File: config.mk
export PLATFORM = sky130hd
export DESIGN_NAME = interval_timer_watchdog
export DESIGN_NICKNAME = d
export VERILOG_FILES = /design/src/verilog/itw_pkg.sv /design/src/verilog/interval_timer_watchdog.sv
export SDC_FILE = /design/constraint.sdc
export NUM_CORES = 1
export LEC_CHECK = 0
export BUFFER_PORTS_ARGS = -buffer_cell sky130_fd_sc_hd__buf_2
export CORE_MARGIN = 2
export CORE_UTILIZATION = 53
export CTS_BUF_LIST = sky130_fd_sc_hd__clkbuf_8 sky130_fd_sc_hd__clkbuf_16
export DETAILED_ROUTE_END_ITERATION = 8
export PLACE_DENSITY = 0.79
export SLEW_MARGIN = 25
export SYNTH_ARGS = -nofsm -noshare
export SYNTH_HDL_FRONTEND = slang
export SYNTH_SLANG_ARGS = --single-unit
File: constraint.sdc
create_clock -name aclk -period 3.5 [get_ports aclk]
set_clock_uncertainty 0.05 [all_clocks]
set_input_delay 0.175 -clock aclk [delete_from_list [all_inputs] [get_ports aclk]]
set_output_delay 0.175 -clock aclk [all_outputs]
set_load 0.02 [all_outputs]
File: src/verilog/itw_pkg.sv
// Constants and types for the interval timer and watchdog block
package itw_pkg;

  // Bus geometry
  localparam int ADDR_W = 8;
  localparam int DATA_W = 32;

  // Register byte addresses
  localparam logic [7:0] ADDR_INTERVAL = 8'hEC;
  localparam logic [7:0] ADDR_PERIOD   = 8'hF0;
  localparam logic [7:0] ADDR_STATUS   = 8'hF4;
  localparam logic [7:0] ADDR_CTL_RB   = 8'hF8;

  // Control register fields
  localparam int CTL_SEL_LSB = 0;
  localparam int CTL_SEL_W   = 3;
  localparam int CTL_ICLR    = 3;
  localparam int CTL_RCSEL   = 4;
  localparam int CTL_WDEN    = 5;
  localparam int CTL_WAKE    = 6;
  localparam logic [7:0] CTL_RESET  = 8'h00;
  localparam logic [7:0] CTL_WMASK  = 8'h7F;

  // Watchdog period register fields
  localparam int PER_CLR = 7;
  localparam int PER_W   = 7;

  // Status register fields
  localparam int ST_IFLAG = 0;
  localparam int ST_GFLAG = 1;

  // Prescaler: smallest divide is 2**3, wake tap is divide 2048
  localparam int          PRE_W     = 11;
  localparam logic [3:0]  WAKE_SEL  = 4'h8;
  localparam logic [11:0] DIV_BASE  = 12'h008;
  localparam logic [11:0] ONE_12    = 12'h001;
  localparam logic [7:0]  IVAL_TOP  = 8'hFF;
  localparam logic [7:0]  RC_HALF   = 8'h80;

  // Bus responses
  localparam logic [1:0] RESP_OKAY   = 2'h0;
  localparam logic [1:0] RESP_SLVERR = 2'h2;

  // Timing
  localparam int CLK_PERIOD_NS = 40;
  localparam int RST_PULSE_NS  = 640;
  localparam int RST_PULSE_CYC =
    (RST_PULSE_NS + CLK_PERIOD_NS - 1) / CLK_PERIOD_NS;
  localparam int RST_CNT_W = 8;

  typedef enum logic [3:0] {
    MODE_RUN  = 4'b0001,
    MODE_STOP = 4'b0010,
    MODE_WAKE = 4'b0100,
    MODE_RC   = 4'b1000
  } mode_t;

endpackage

File: src/verilog/interval_timer_watchdog.sv
// Interval timer with watchdog, AXI4-Lite register slave
//
// The AXI4-Lite interface to the registers was left to the implementer.
`timescale 1ns/1ps
`default_nettype none

module interval_timer_watchdog
  import itw_pkg::*;
(
  input  wire logic              aclk,
  input  wire logic              aresetn,
  input  wire logic [ADDR_W-1:0] awaddr,
  input  wire logic              awvalid,
  output logic                   awready,
  input  wire logic [DATA_W-1:0] wdata,
  input  wire logic [3:0]        wstrb,
  input  wire logic              wvalid,
  output logic                   wready,
  output logic [1:0]             bresp,
  output logic                   bvalid,
  input  wire logic              bready,
  input  wire logic [ADDR_W-1:0] araddr,
  input  wire logic              arvalid,
  output logic                   arready,
  output logic [DATA_W-1:0]      rdata,
  output logic [1:0]             rresp,
  output logic                   rvalid,
  input  wire logic              rready,
  input  wire logic              stop_req,
  input  wire logic              sub_clock_mode,
  input  wire logic              rc_osc_clk,
  output logic                   interval_irq_flag,
  output logic                   guard_irq_flag,
  output logic                   guard_reset_req,
  output logic                   reset_pin_out,
  output logic                   reset_pin_oe,
  output logic                   main_osc_on,
  output logic                   wake_tick,
  output logic [3:0]             power_mode
);

  function automatic logic tap_hit(input logic [PRE_W-1:0] pre,
                                   input logic [3:0]       sel);
    logic [PRE_W-1:0] m;
    m = PRE_W'((DIV_BASE << sel) - ONE_12);
    return (pre & m) == m;
  endfunction

  logic [7:0]           ctl_reg;
  logic [PRE_W-1:0]     pre_reg;
  logic [7:0]           ival_reg;
  logic [PER_W-1:0]     period_reg;
  logic                 wclr_reg;
  logic [PER_W-1:0]     wd_reg;
  logic                 armed_reg;
  logic                 wd_step_reg;
  logic                 pending_reg;
  logic                 iflag_reg;
  logic                 gflag_reg;
  logic [RST_CNT_W-1:0] rst_cnt_reg;
  logic                 osc_on_reg;
  logic                 wake_reg;
  logic                 rc_s1_reg;
  logic                 rc_s2_reg;
  logic                 rc_s3_reg;
  mode_t                mode_reg;
  mode_t                mode_next;
  logic                 aw_full_reg;
  logic [ADDR_W-1:0]    aw_addr_reg;
  logic                 w_full_reg;
  logic [DATA_W-1:0]    w_data_reg;
  logic [3:0]           w_strb_reg;
  logic                 bvalid_reg;
  logic [1:0]           bresp_reg;
  logic                 rvalid_reg;
  logic [DATA_W-1:0]    rdata_reg;
  logic [1:0]           rresp_reg;
  logic                 wr_go;
  logic                 wr_ctl;
  logic                 wr_per;
  logic                 wr_st;
  logic                 ival_clr;
  logic                 rc_edge;
  logic                 pre_tick;
  logic                 ival_step;
  logic                 ival_ovf;
  logic                 wd_step;
  logic                 wd_match;
  logic                 fire;
  logic                 fire_rst;
  logic [DATA_W-1:0]    rd_mux;
  logic                 rd_hit;

  // Bus write side: address and data held separately, either order
  assign awready = !aw_full_reg;
  assign wready  = !w_full_reg;
  assign wr_go   = aw_full_reg && w_full_reg && !bvalid_reg;
  assign wr_ctl  = wr_go && aw_addr_reg == ADDR_INTERVAL && w_strb_reg[0];
  assign wr_per  = wr_go && aw_addr_reg == ADDR_PERIOD && w_strb_reg[0];
  assign wr_st   = wr_go && aw_addr_reg == ADDR_STATUS && w_strb_reg[0];
  assign bvalid  = bvalid_reg;
  assign bresp   = bresp_reg;

  always_ff @(posedge aclk) begin
    if (!aresetn) begin
      aw_full_reg <= 1'b0;
      aw_addr_reg <= '0;
    end else if (awvalid && !aw_full_reg) begin
      aw_full_reg <= 1'b1;
      aw_addr_reg <= awaddr;
    end else if (wr_go) begin
      aw_full_reg <= 1'b0;
    end
  end

  always_ff @(posedge aclk) begin
    if (!aresetn) begin
      w_full_reg <= 1'b0;
      w_data_reg <= '0;
      w_strb_reg <= '0;
    end else if (wvalid && !w_full_reg) begin
      w_full_reg <= 1'b1;
      w_data_reg <= wdata;
      w_strb_reg <= wstrb;
    end else if (wr_go) begin
      w_full_reg <= 1'b0;
    end
  end

  always_ff @(posedge aclk) begin
    if (!aresetn) begin
      bvalid_reg <= 1'b0;
      bresp_reg  <= RESP_OKAY;
    end else if (wr_go) begin
      bvalid_reg <= 1'b1;
      bresp_reg  <= (aw_addr_reg == ADDR_INTERVAL ||
                     aw_addr_reg == ADDR_PERIOD ||
                     aw_addr_reg == ADDR_STATUS) ? RESP_OKAY : RESP_SLVERR;
    end else if (bready) begin
      bvalid_reg <= 1'b0;
    end
  end

  // Bus read side
  // shared address
  always_comb begin
    rd_mux = '0;
    rd_hit = 1'b1;
    case (araddr)
      ADDR_INTERVAL: rd_mux[7:0] = ival_reg;
      ADDR_PERIOD:   rd_mux[7:0] = {wclr_reg, period_reg};
      ADDR_STATUS:   rd_mux[ST_GFLAG:ST_IFLAG] = {gflag_reg, iflag_reg};
      ADDR_CTL_RB:   rd_mux[11:0] = {mode_reg, ctl_reg};
      default:       rd_hit = 1'b0;
    endcase
  end

  assign arready = !rvalid_reg;
  assign rvalid  = rvalid_reg;
  assign rdata   = rdata_reg;
  assign rresp   = rresp_reg;

  always_ff @(posedge aclk) begin
    if (!aresetn) begin
      rvalid_reg <= 1'b0;
      rdata_reg  <= '0;
      rresp_reg  <= RESP_OKAY;
    end else if (arvalid && !rvalid_reg) begin
      rvalid_reg <= 1'b1;
      rdata_reg  <= rd_mux;
      rresp_reg  <= rd_hit ? RESP_OKAY : RESP_SLVERR;
    end else if (rready) begin
      rvalid_reg <= 1'b0;
    end
  end

  // Control register; clear bit drops one cycle after it is written
  always_ff @(posedge aclk) begin
    if (!aresetn) begin
      ctl_reg <= CTL_RESET;
    end else if (wr_ctl) begin
      ctl_reg <= w_data_reg[7:0] & CTL_WMASK;
    end else begin
      ctl_reg[CTL_ICLR] <= 1'b0;
    end
  end

  assign ival_clr = wr_ctl && w_data_reg[CTL_ICLR];

  // Power mode follows the core's STOP level
  always_comb begin
    mode_next = mode_reg;
    case (mode_reg)
      MODE_RUN: begin
        if (stop_req && ctl_reg[CTL_RCSEL])
          mode_next = MODE_RC;
        else if (stop_req && ctl_reg[CTL_WAKE])
          mode_next = MODE_WAKE;
        else if (stop_req)
          mode_next = MODE_STOP;
      end
      MODE_STOP, MODE_WAKE, MODE_RC: begin
        if (!stop_req)
          mode_next = MODE_RUN;
      end
      default: mode_next = MODE_RUN;
    endcase
  end

  always_ff @(posedge aclk) begin
    if (!aresetn)
      mode_reg <= MODE_RUN;
    else
      mode_reg <= mode_next;
  end

  assign power_mode = mode_reg;

  // RC clock is foreign: two flops, then edge detect past them
  always_ff @(posedge aclk) begin
    if (!aresetn) begin
      rc_s1_reg <= 1'b0;
      rc_s2_reg <= 1'b0;
      rc_s3_reg <= 1'b0;
    end else begin
      rc_s1_reg <= rc_osc_clk;
      rc_s2_reg <= rc_s1_reg;
      rc_s3_reg <= rc_s2_reg;
    end
  end

  assign rc_edge = rc_s2_reg && !rc_s3_reg;

  // Prescaler runs whenever the main oscillator would
  always_ff @(posedge aclk) begin
    if (!aresetn)
      pre_reg <= '0;
    else if (mode_reg == MODE_RUN || mode_reg == MODE_WAKE)
      pre_reg <= pre_reg + PRE_W'(1);
  end

  assign pre_tick = tap_hit(pre_reg, {1'b0, ctl_reg[CTL_SEL_W-1:0]});

  assign ival_step = (mode_reg == MODE_RUN && pre_tick) ||
                     (mode_reg == MODE_RC && rc_edge);
  assign ival_ovf  = ival_step && ival_reg == IVAL_TOP;

  always_ff @(posedge aclk) begin
    if (!aresetn)
      wake_reg <= 1'b0;
    else
      wake_reg <= mode_reg == MODE_WAKE && tap_hit(pre_reg, WAKE_SEL);
  end

  assign wake_tick = wake_reg;

  always_ff @(posedge aclk) begin
    if (!aresetn)
      ival_reg <= '0;
    else if (ival_clr)
      ival_reg <= '0;
    else if (ival_step)
      ival_reg <= ival_reg + 8'h01;
  end

  // Set wins over a same-cycle status clear
  always_ff @(posedge aclk) begin
    if (!aresetn)
      iflag_reg <= 1'b0;
    else if (ival_ovf)
      iflag_reg <= 1'b1;
    else if (wr_st && w_data_reg[ST_IFLAG])
      iflag_reg <= 1'b0;
  end

  assign interval_irq_flag = iflag_reg;

  always_ff @(posedge aclk) begin
    if (!aresetn)
      armed_reg <= 1'b0;
    else if (ival_clr)
      armed_reg <= 1'b1;
  end

  // Watchdog period register and its self-clearing clear bit
  always_ff @(posedge aclk) begin
    if (!aresetn) begin
      period_reg <= '0;
      wclr_reg   <= 1'b0;
    end else if (wr_per) begin
      period_reg <= w_data_reg[PER_W-1:0];
      wclr_reg   <= w_data_reg[PER_CLR];
    end else begin
      wclr_reg <= 1'b0;
    end
  end

  // one step per overflow, held in plain STOP
  assign wd_step  = armed_reg && ival_ovf && !ival_clr;
  assign wd_match = wd_reg == period_reg;

  // Outside RC, fire just after a step, or at count 0x80 if an RC timeout is still pending; a zero period fires when the count wraps after 128 steps
  assign fire = (mode_reg != MODE_RC && wd_step_reg && wd_match) ||
                (pending_reg && ival_reg == RC_HALF);
  assign fire_rst = fire && ctl_reg[CTL_WDEN];

  always_ff @(posedge aclk) begin
    if (!aresetn)
      wd_reg <= '0;
    else if (wr_per && w_data_reg[PER_CLR])
      wd_reg <= '0;
    else if (fire)
      wd_reg <= '0;
    else if (wd_step)
      wd_reg <= wd_reg + PER_W'(1);
  end

  always_ff @(posedge aclk) begin
    if (!aresetn)
      wd_step_reg <= 1'b0;
    else
      wd_step_reg <= wd_step;
  end

  // RC timeout adds half an interval
  always_ff @(posedge aclk) begin
    if (!aresetn)
      pending_reg <= 1'b0;
    else if (fire || (wr_per && w_data_reg[PER_CLR]))
      pending_reg <= 1'b0;
    else if (mode_reg == MODE_RC && wd_step_reg && wd_match)
      pending_reg <= 1'b1;
  end

  always_ff @(posedge aclk) begin
    if (!aresetn)
      gflag_reg <= 1'b0;
    else if (fire && !ctl_reg[CTL_WDEN])
      gflag_reg <= 1'b1;
    else if (wr_st && w_data_reg[ST_GFLAG])
      gflag_reg <= 1'b0;
  end

  assign guard_irq_flag = gflag_reg;

  // reset pin pulled low for a fixed time
  always_ff @(posedge aclk) begin
    if (!aresetn)
      rst_cnt_reg <= '0;
    else if (fire_rst)
      rst_cnt_reg <= RST_CNT_W'(RST_PULSE_CYC);
    else if (rst_cnt_reg != '0)
      rst_cnt_reg <= rst_cnt_reg - RST_CNT_W'(1);
  end

  assign guard_reset_req = rst_cnt_reg != '0;
  assign reset_pin_oe    = rst_cnt_reg != '0;
  assign reset_pin_out   = 1'b0;

  always_ff @(posedge aclk) begin
    if (!aresetn)
      osc_on_reg <= 1'b0;
    else
      osc_on_reg <= fire_rst && sub_clock_mode;
  end

  assign main_osc_on = osc_on_reg;
endmodule // interval_timer_watchdog

`default_nettype wire

==> metrics.txt, run 1 <==
die width=97.5 um; Critical Path End Type=flip-flop; Max Root-Sink Buffers=2; die area=9510 sq um; Synth cell types=61; Synth async-reset ratio=0%; Layout Nets=677; share of cells above drive strength 1=14.8%; Critical R2R Capture=ival_reg[1]; WP buf/inv=1; Logic pwr share=15.3%; synthesized cell area=4630 sq um; Max-Slew Margin vs Limit=49.8%; post-synthesis sequential area ratio=42.3%; largest cells by area after synthesis=dfxtp_1 42%, nand2_1 5.7%, nor2_1 4.8%; global route overflow=0; CP delay by family, top=compound AO/OA/AOI/OAI gates; final clock period utilization by the worst path=80.2%; outcome=finished, final reports clean; CP Max Fanout=30; clock share of power=33.4%; Clock Sink Count=98; Largest register FFs=12; hold_sp=wdata[3]; routed wire length=10100 um; Power per Cell Area=455 nW/um^2; kind of critical path=reg -> reg; ANT cells=0; DRC Markers=0; initial core utilization=53.9%; drt initial violations=200; io pins=114; Hold Path Class=in -> reg; gpl congestion=0.826; Critical Path RT=3.69 ns; remaining antenna violation count=0; worst flop-to-flop path startpoint=ctl_reg[2]; EDFF count, synth=0; Max Cap Violations=0; Psw=658 uW; area grow syn2layout=12.7%; CTS tree=done; #FFs+latches synth=98; switching share of power=27.7%; register-to-register setup slack=0.69 ns; hold worst-path end=w_data_reg[3]; hold depth=3; Synth Flop Type=dfxtp_1; core footprint=8590 sq um; post-synth top area share=42.3%; drt first pass iters=5; Peak supply drop=0.236 mV; slowest stage delay, CP=0.60 ns; Pins Over Slew Limit=0; IO Port Bufs=63; Post-Route Setup TNS=0 ns; Reg clk slew, reported paths=0.09 ns; Clock Root Buffer=clkbuf_8; Non-Filler Instances=722; Worst Max-Slew Pin Slew=0.749 ns; DR vias=3981; num rows=34; dpl hpwl=7140 um; final setup violation count=0; wire per inst=14.0 um; largest net degree at the start of global routing=47; synthesized area per cell=8.46 sq um; Critical-path top delay cell=o41ai_1; leakage power figure=2.07 nW; Pint=1.72 mW; CP arrival=3.00 ns; average vias per placed instance=5.51; Ys Warns=0; cells on worst reg2reg path=9; Mapped Cells=548; htree depth=3; initial antenna violation count=0; CTS Buf Count=9; CP startpoint kind=flip-flop; crit-path cells=or3_4 > ha_1 > nor2b_1 > o41ai_1 > a2111oi_4 > a21oi_2 > buf_4 > mux2i_1 > nor2_1; vias in the first global route=3698; first-pass GRT wire length=17000 um; Skew-Pair Late Insertion Delay=0.36 ns; Fmax=0.356 GHz; Placed Cells=694; die height=97.5 um; cell taking the most area after synthesis=dfxtp_1; min Tclk post-route=2.81 ns; sequential share of power=51.3%; Overall Global Routing Usage=21.7%; Hold Vio Cnt, Final=0; RSZ-0062 raised after global routing=false
## synthesized netlist by cell type, drive strengths merged (2+ instances only)
library cell  number
o21ai             16
nand4              5
mux2i             22
buf               39
or4b               3
o211ai             3
nor2b              8
inv               20
clkbuf            10
nand2b             5
o22ai              2
or4                9
nand3             23
nand3b             3
ha                 6
dfxtp             98
nor3               8
and4               4
a22oi              3
nor4b              2
nor4               5
xor2               8
a211oi             3
or3               10
a22o               5
nor3b              3
and2               6
a21oi             43
nor2              59
and4b              2
and3b              2
xnor2             12
nand2             70
and3               3
a2111oi            2
o31ai             11
## per-stage QoR
step / setup WS [ns] / utilization [%] / hold WS (ns) / instance area (sq um) / total power, mW
2_1_floorplan: 0.950 / - / 0.197 / 4720 / 1.53
3_3_place_gp: 0.812 / 56.8 / 0.313 / 4880 / 1.58
3_5_place_dp: 0.720 / 56.8 / 0.322 / 4880 / 1.60
4_1_cts: 0.706 / 60.8 / 0.000756 / 5220 / 2.38
5_1_grt: 0.489 / 60.8 / 0.00467 / 5220 / 2.49
6_report: 0.694 / 60.8 / 0.0125 / 5220 / 2.37
## timing repair
item	CTS	global route
hold buffers	12	0
resized for setup	0	0
buffers inserted	0	0
hold endpoints to repair	12	0
## kinds of logic (layout without fill, tap and decap cells)
kind of cell / Yosys count / in the layout / synth area share (%)
compound gates: 99 / 99 / 13.8
xor+xnor: 20 / 20 / 3.78
fa+ha+maj: 6 / 6 / 1.62
buf+inv: 69 / 113 / 8.05
flops: 98 / 98 / 42.3
mux: 22 / 22 / 4.75
other cells: 1 / 23 / 0.0809
simple gates: 233 / 233 / 25.6
## how the worst max path moves through the flow
stage               start                end  slack [ns]  cells past startpoint
6_report       ctl_reg[2]        ival_reg[1]        0.69                      9
3_3_place_gp   ctl_reg[2]  interval_irq_flag        0.81                      9
2_1_floorplan  ctl_reg[2]        ival_reg[1]        0.95                     12
4_1_cts        ctl_reg[2]        ival_reg[1]        0.71                      9
5_1_grt        ctl_reg[2]        ival_reg[1]        0.49                      9
3_5_place_dp   ctl_reg[2]        ival_reg[1]        0.72                      9
## layout by cell type (no fill, tap or decap), types with 11 or more instances in the layout
cell	instances
mux2i_1	22
a21oi_1	42
dlygate4sd3_1	12
xnor2_1	12
buf_2	63
nand2_1	70
nor2_1	59
inv_1	21
nand3_1	23
dfxtp_1	98
o21ai_0	16
o31ai_1	11
conb_1	23
## tightest hold or removal path, delay by kind of cell
family,cells,cell delay [ns]
AND/OR/NAND/NOR,1,0.05
buffers and inverters,1,0.10
AO/OA/AOI/OAI,1,0.05
## layer usage
| layer | routed length [um] | track usage, % | vias up |
|---|---|---|---|
| met5 | 0 | 0 | - |
| met4 | 161 | 8.97 | 0 |
| met3 | 572 | 3.60 | 14 |
| met2 | 4710 | 35.3 | 125 |
| met1 | 4650 | 28.5 | 1859 |
| li1 | - | - | 1983 |
## final cells by class
type	count	area [sq um]
inverter	20	75.1
sequential	98	1960
clock buffer	9	124
fill	731	3370
timing repair buffer	77	450
multi-input combinational	403	2380
clock inverter	7	92.6
tap	108	135
## power groups by stage
stage                     registers (mW)  clock network (mW)  logic (mW)
after global placement              1.24                   0       0.339
final                               1.22               0.792       0.364
after floorplan                     1.24                   0       0.298
after global routing                1.23               0.846       0.412
after detailed placement            1.24                   0       0.352
after CTS                           1.22               0.802       0.365
(Power assumes the default switching activity.)
==> inputs of run 2 (changes only) <==
==> constraint.sdc (replaced) <==
create_clock -name aclk -period 2.65 [get_ports aclk]
set_clock_uncertainty 0.05 [all_clocks]
set_input_delay 0.1325 -clock aclk [delete_from_list [all_inputs] [get_ports aclk]]
set_output_delay 0.1325 -clock aclk [all_outputs]
set_load 0.02 [all_outputs]
==> run 2 against run 1 <==
  * Highest routed layer unchanged
  * Sequential share of layout area is 1.3 points lower
  * Design area is 3.5% higher
  * Maximum frequency is 8.4% higher
  * Sequential power is 32% higher
  * Via count is 4.5% higher
  * Final cell count is 3.2% higher
  * Largest cell class unchanged
  * Register-to-register slack worse by 0.63 ns
  * Combinational power is 42% higher
==> metrics.txt, run 2 (synthesis results as in run 1) <==
WP buf/inv=1 (unchanged); Clock Sink Count=98 (unchanged); gpl congestion=0.810 (-1.9%); Layout Nets=700 (+3.4%); wire per inst=14.8 um (+5.7%); Place WS=0.111 ns (-0.609 ns); slowest stage delay, CP=0.61 ns (about the same); leakage power figure=2.16 nW (+4.2%); first-pass GRT wire length=18000 um (+5.7%); dpl hpwl=7600 um (+6.4%); io pins=114 (unchanged); Critical Path RT=2.87 ns (-0.82 ns); min Tclk post-route=2.59 ns (-0.218 ns); most common cell after layout, fill and taps aside=dfxtp_1; final clock period utilization by the worst path=97.7% (+18 points); CP delay by family, top=compound AO/OA/AOI/OAI gates; CP arrival=2.81 ns (-0.19 ns); largest net degree at the start of global routing=52 (+11%); Critical-path top delay cell=o41ai_1; die area=9510 sq um (unchanged); Power per Cell Area=558 nW/um^2 (+23%); fill count=720 (-1.5%); Max-Slew Margin vs Limit=50.0% (+0.22 points); Placed Cells=704 (+1.4%); Critical Path End Type=flip-flop; utilization after layout=62.9% (+2.1 points); Setup Buffers After CTS=0 (unchanged); CTS Buf Count=9 (unchanged); Reg clk slew, reported paths=0.10 ns (about the same); Multi-input gate area=2390 sq um (+0.21%); drt first pass iters=4 (-1); ANT cells=0 (unchanged); most frequent cells in the layout=98 x dfxtp_1, 70 x nand2_1, 63 x buf_2; drt initial violations=138 (-31%); IO Port Bufs=63 (unchanged); global route overflow=0 (unchanged); final setup violation count=0 (unchanged); routed wire length=11000 um (+9.1%); core footprint=8590 sq um (unchanged); share of cells above drive strength 1=16.3% (+1.5 points); Max Cap Violations=0 (unchanged); Skew-Pair Late Insertion Delay=0.37 ns (about the same); Pins Over Slew Limit=0 (unchanged); Worst Max-Slew Pin Slew=0.746 ns (-0.00334 ns); crit-path cells=or3_4 > ha_2 > nor2b_2 > o41ai_1 > a2111oi_4 > a21oi_2 > buf_12 > nor3_1 > o21a_1; Peak supply drop=0.265 mV (+12%); outcome=finished, final reports clean; DRC Markers=0 (unchanged); CTS tree=done; die width=97.5 um (unchanged); Fmax=0.386 GHz (+8.4%); initial core utilization=53.9% (unchanged); Non-Filler Instances=745 (+3.2%); num rows=34 (unchanged); CP Max Fanout=30 (unchanged); Overall Global Routing Usage=22.9% (+1.2 points); Max Root-Sink Buffers=2 (unchanged); DR vias=4162 (+4.5%); Largest register FFs=12 (unchanged); area grow syn2layout=16.6%; Hold Vio Cnt, Final=0 (unchanged); initial antenna violation count=0 (unchanged); Clock Root Buffer=clkbuf_8; vias in the first global route=3928 (+6.2%); kind of critical path=reg -> reg; average vias per placed instance=5.59 (+1.3%); Reg area=1960 sq um (unchanged); CP startpoint kind=flip-flop; Hold Path Class=in -> reg; final worst slack=0.0614 ns (-0.632 ns); remaining antenna violation count=0 (unchanged); die height=97.5 um (unchanged); htree depth=3 (unchanged)
[run 2: area by class of cell]
| cell class | count | area share [%] |
|---|---|---|
| Clock buffer | 9 | 2.29 |
| Clock inverter | 7 | 0.995 |
| Inverter | 20 | 1.39 |
| Multi-Input combinational cell | 403 | 44.2 |
| Sequential cell | 98 | 36.3 |
| Tap cell | 108 | 2.50 |
| Timing Repair Buffer | 100 | 12.4 |
[run 2: path summary, 6_finish.rpt]
path	start	endpoint	slack, ns	cells after the start
max	ctl_reg[0]	interval_irq_flag	0.06	9
min	aresetn	power_mode[0]	0.10	2
max reg2reg	ctl_reg[0]	interval_irq_flag	0.06	9
min reg2reg	rc_s1_reg	rc_s2_reg	0.39	1
[run 2: where the power goes]
group / switching [mW] / internal, mW / leakage [nW] / total, mW
clock network: 0.544 / 0.347 / 0.0822 / 0.891
logic: 0.309 / 0.208 / 1.28 / 0.517
registers: 0.0600 / 1.55 / 0.796 / 1.61
[run 2: per-layer routing]
layer	vias to the layer above	part of all wire, %	track usage [%]
met4	0	2.2	8.97
met5	-	0	0
met3	21	4.7	4.39
met2	124	49	39.6
met1	1991	44	28.1
li1	2026	-	-
[run 2: timing repair]
item                                   in CTS  in global routing
resized for setup                           0                  2
setup endpoints to repair                   0                 10
endpoints found under the hold margin      24                  0
hold buffers                               25                  0
[run 2: metrics by stage]
stage / hold WS (ns) / total power [mW] / instance area, sq um / TNS, ns
floorplan: 0.154 / 2.03 / 4720 / 0
global placement: 0.270 / 2.09 / 4970 / 0
detailed placement: 0.284 / 2.12 / 4970 / 0
CTS: 0.107 / 3.02 / 5400 / 0
global route: 0.120 / 3.15 / 5410 / -0.00381
finish: 0.103 / 3.02 / 5410 / 0
==> inputs of run 3 (changes only) <==
--- a/config.mk
+++ b/config.mk
@@ -5,12 +5,13 @@
 export SDC_FILE = /design/constraint.sdc
 export NUM_CORES = 1
 export LEC_CHECK = 0
+export ABC_AREA = 1
 export BUFFER_PORTS_ARGS = -buffer_cell sky130_fd_sc_hd__buf_2
 export CORE_MARGIN = 2
-export CORE_UTILIZATION = 53
+export CORE_UTILIZATION = 54
 export CTS_BUF_LIST = sky130_fd_sc_hd__clkbuf_8 sky130_fd_sc_hd__clkbuf_16
 export DETAILED_ROUTE_END_ITERATION = 8
-export PLACE_DENSITY = 0.79
+export PLACE_DENSITY = 0.81
 export SLEW_MARGIN = 25
 export SYNTH_ARGS = -nofsm -noshare
 export SYNTH_HDL_FRONTEND = slang
==> run 3 against run 2 <==
  * Non-clock buffer count is 24 lower
  * Register-to-register slack better by 0.39 ns
  * Core utilization is 0.80 points higher
  * Die area is 0.79% lower
  * Synthesized area is 1.1% higher
  * Total power is 7.5% higher
  * Critical path depth is 2 lower
  * Critical path type is now reg -> out
==> metrics.txt, run 3 <==
most frequent cells in the layout=110 x nand2_1, 98 x dfxtp_1, 77 x inv_1; initial antenna violation count=0 (unchanged); Synth cell types=42 (-31%); remaining antenna violation count=0 (unchanged); synthesized cell area=4680 sq um (+1.1%); most common cell after layout, fill and taps aside=nand2_1; Worst Max-Slew Pin Slew=0.575 ns (-0.171 ns); adder-cell share of the synthesized area=1.60% (-0.017 points); Reg clk slew, reported paths=0.10 ns (about the same); gpl congestion=0.858 (+6.0%); Hold Vio Cnt, Final=0 (unchanged); area grow syn2layout=12.9%; num rows=33 (-2.9%); multiplexer share of the synthesized area=0% (-4.8 points); Clock Root Buffer=clkbuf_8; Synth async-reset ratio=0% (unchanged); vias in the first global route=4014 (+2.2%); synthesized area per cell=7.23 sq um (-15%); Mapped Cells=648 (+18%); average vias per placed instance=5.31 (-4.9%); Power per Cell Area=613 nW/um^2 (+10%); Fmax=0.443 GHz (+15%); initial core utilization=56.4% (+2.5 points); die area=9430 sq um (-0.79%); ANT cells=0 (unchanged); crit-path cells=inv_1 > ha_1 > nand4_1 > or2_2 > nor2_2 > inv_1 > buf_2; Post-Route Setup TNS=0 ns (unchanged); count leader, synth=nand2_1; drt first pass iters=5 (+1); post-CTS sizing=0 (unchanged); slowest stage delay, CP=0.34 ns (-0.27 ns); Synth top cells by count=110 x nand2_1, 98 x dfxtp_1, 77 x inv_1; DR vias=4390 (+5.5%); CP startpoint kind=flip-flop; die width=97.1 um (-0.39%); DRC Markers=0 (unchanged); routed wire length=10400 um (-5.8%); Setup Buffers After CTS=0 (unchanged); largest family of logic cells by synthesized area=simple AND/OR/NAND/NOR gates; first-pass GRT wire length=17600 um (-2.0%); WP buf/inv=3 (+2); largest cells by area after synthesis=dfxtp_1 42%, nand2_1 8.8%, a21oi_1 7.4%; Critical Path RT=2.47 ns (-0.40 ns); most frequent CP cell=inv_1; CP arrival=2.07 ns (-0.74 ns); wire per inst=12.6 um (-15%); Ys Warns=0 (unchanged); #FFs+latches synth=98 (unchanged); CTS tree=done; share of cells above drive strength 1=14.8% (-1.5 points); Critical-path top delay cell=or2_2; Max Cap Violations=0 (unchanged); largest net degree at the start of global routing=54 (+3.8%); CTS Buf Count=9 (unchanged); io pins=114 (unchanged); Multi-input gate area=2240 sq um (-6.1%); Layout Nets=785 (+12%); die height=97.1 um (-0.39%); CP Max Fanout=7 (-77%); Pins Over Slew Limit=0 (unchanged); IO Port Bufs=63 (unchanged); Largest register FFs=12 (unchanged); dpl hpwl=7720 um (+1.6%); RSZ-0062 raised after global routing=false; final setup violation count=0 (unchanged); outcome=finished, final reports clean; htree depth=3 (unchanged); leakage power figure=2.27 nW (+5.2%); Hold Path Class=in -> reg; simple-gate area share of the yosys netlist=25.4% (-0.21 points); design area=5290 sq um (-2.2%); Synth Area in Compound Gates=17.0% (+3.2 points); drt initial violations=257 (+86%); CP delay by family, top=simple AND/OR/NAND/NOR gates; Max-Slew Margin vs Limit=61.4% (+11 points); Overall Global Routing Usage=22.2% (-0.74 points); post-synthesis sequential area ratio=41.9% (-0.44 points); Synth Flop Type=dfxtp_1; DP Area=4980 sq um (about the same); Peak supply drop=0.265 mV (-0.21%); final clock period utilization by the worst path=85.2% (-12 points); core footprint=8300 sq um (-3.4%); fill count=735 (+2.1%); post-synth top area share=41.9% (-0.44 points); min Tclk post-route=2.26 ns (-0.331 ns); global route overflow=0 (unchanged); Reg area=1960 sq um (unchanged); xor and xnor area share after synthesis=2.06% (-1.7 points); EDFF count, synth=0 (unchanged); cell taking the most area after synthesis=dfxtp_1; WHS=0.0112 ns (-0.0914 ns); Max Root-Sink Buffers=2 (unchanged); kind of critical path=reg -> out; total power=3.24 mW (+7.5%); Clock Sink Count=98 (unchanged); Critical Path End Type=output port; Skew-Pair Late Insertion Delay=0.36 ns (about the same)
-- run 3: changes by cell type in the layout (fill, tap and decap cells not counted), sizes merged, moves of 9 or more --
cell | before | now
mux2i | 22 | 0
inv | 22 | 83
nand4 | 5 | 17
a21oi | 43 | 70
nand2 | 70 | 116
o31ai | 11 | 0
or4 | 9 | 0
nor2 | 59 | 77
nand3 | 23 | 35
dlygate4sd3 | 25 | 11
buf | 75 | 65
o21ai | 16 | 57
or3 | 10 | 0
-- run 3: path summary, 6_finish.rpt --
check / startpoint / end / slack, ns / depth (start not counted)
min: wdata[7] / w_data_reg[7] / 0.01 / 3
max reg2reg: ctl_reg[2] / wd_reg[4] / 0.45 / 14
max: rst_cnt_reg[0] / guard_reset_req / 0.39 / 7
min reg2reg: rc_s1_reg / rc_s2_reg / 0.36 / 2
-- run 3: stage by stage --
step                util (%)  setup WS, ns  std cells
floorplan                  -         0.774        670
global placement        60.0         0.554        800
detailed placement      60.0         0.445        800
CTS                     63.7         0.414        826
global route            63.7         0.266        826
finish                  63.7         0.393        826
-- run 3: kinds of logic after synthesis --
family / after synthesis
AO/OA/AOI/OAI: 147
other: 1
flip-flops: 98
XOR/XNOR: 11
AND/OR/NAND/NOR: 262
buffers and inverters: 123
adder cells (fa/ha/maj): 6
-- run 3: cell type report --
class	count	area share [%]
well taps	105	2.49
clock inverters	5	1.18
flip-flops and latches	98	37.1
inverters	83	5.89
multi-input cells	449	42.4
clock buffers	10	2.60
repair buffers	76	8.33
-- run 3: routing by layer --
| metal | global-route usage [%] | share of wire [%] | up-vias | wire length [um] |
|---|---|---|---|---|
| met3 | 3.74 | 6.8 | 17 | 708 |
| met1 | 29.9 | 46 | 1986 | 4760 |
| met5 | 0 | 0 | - | 0 |
| met4 | 7.69 | 1.6 | 0 | 168 |
| li1 | - | - | 2217 | - |
| met2 | 36.1 | 46 | 170 | 4730 |
-- run 3: power breakdown --
group | switching (mW) | internal [mW]
logic | 0.406 | 0.222
clock network | 0.506 | 0.462
registers | 0.0738 | 1.57
total | 0.985 | 2.26
-- run 3: what timing repair did --
item | 4_1_cts | 5_1_grt
endpoints found under the setup margin | 0 | 0
hold buffers | 11 | 0
hold endpoints to repair | 11 | 0
-- run 3: worst min-delay path, cell delays in order --
cell and delay [ns]:
buf_2 0.07, o21ai_0 0.08, a21oi_1 0.10
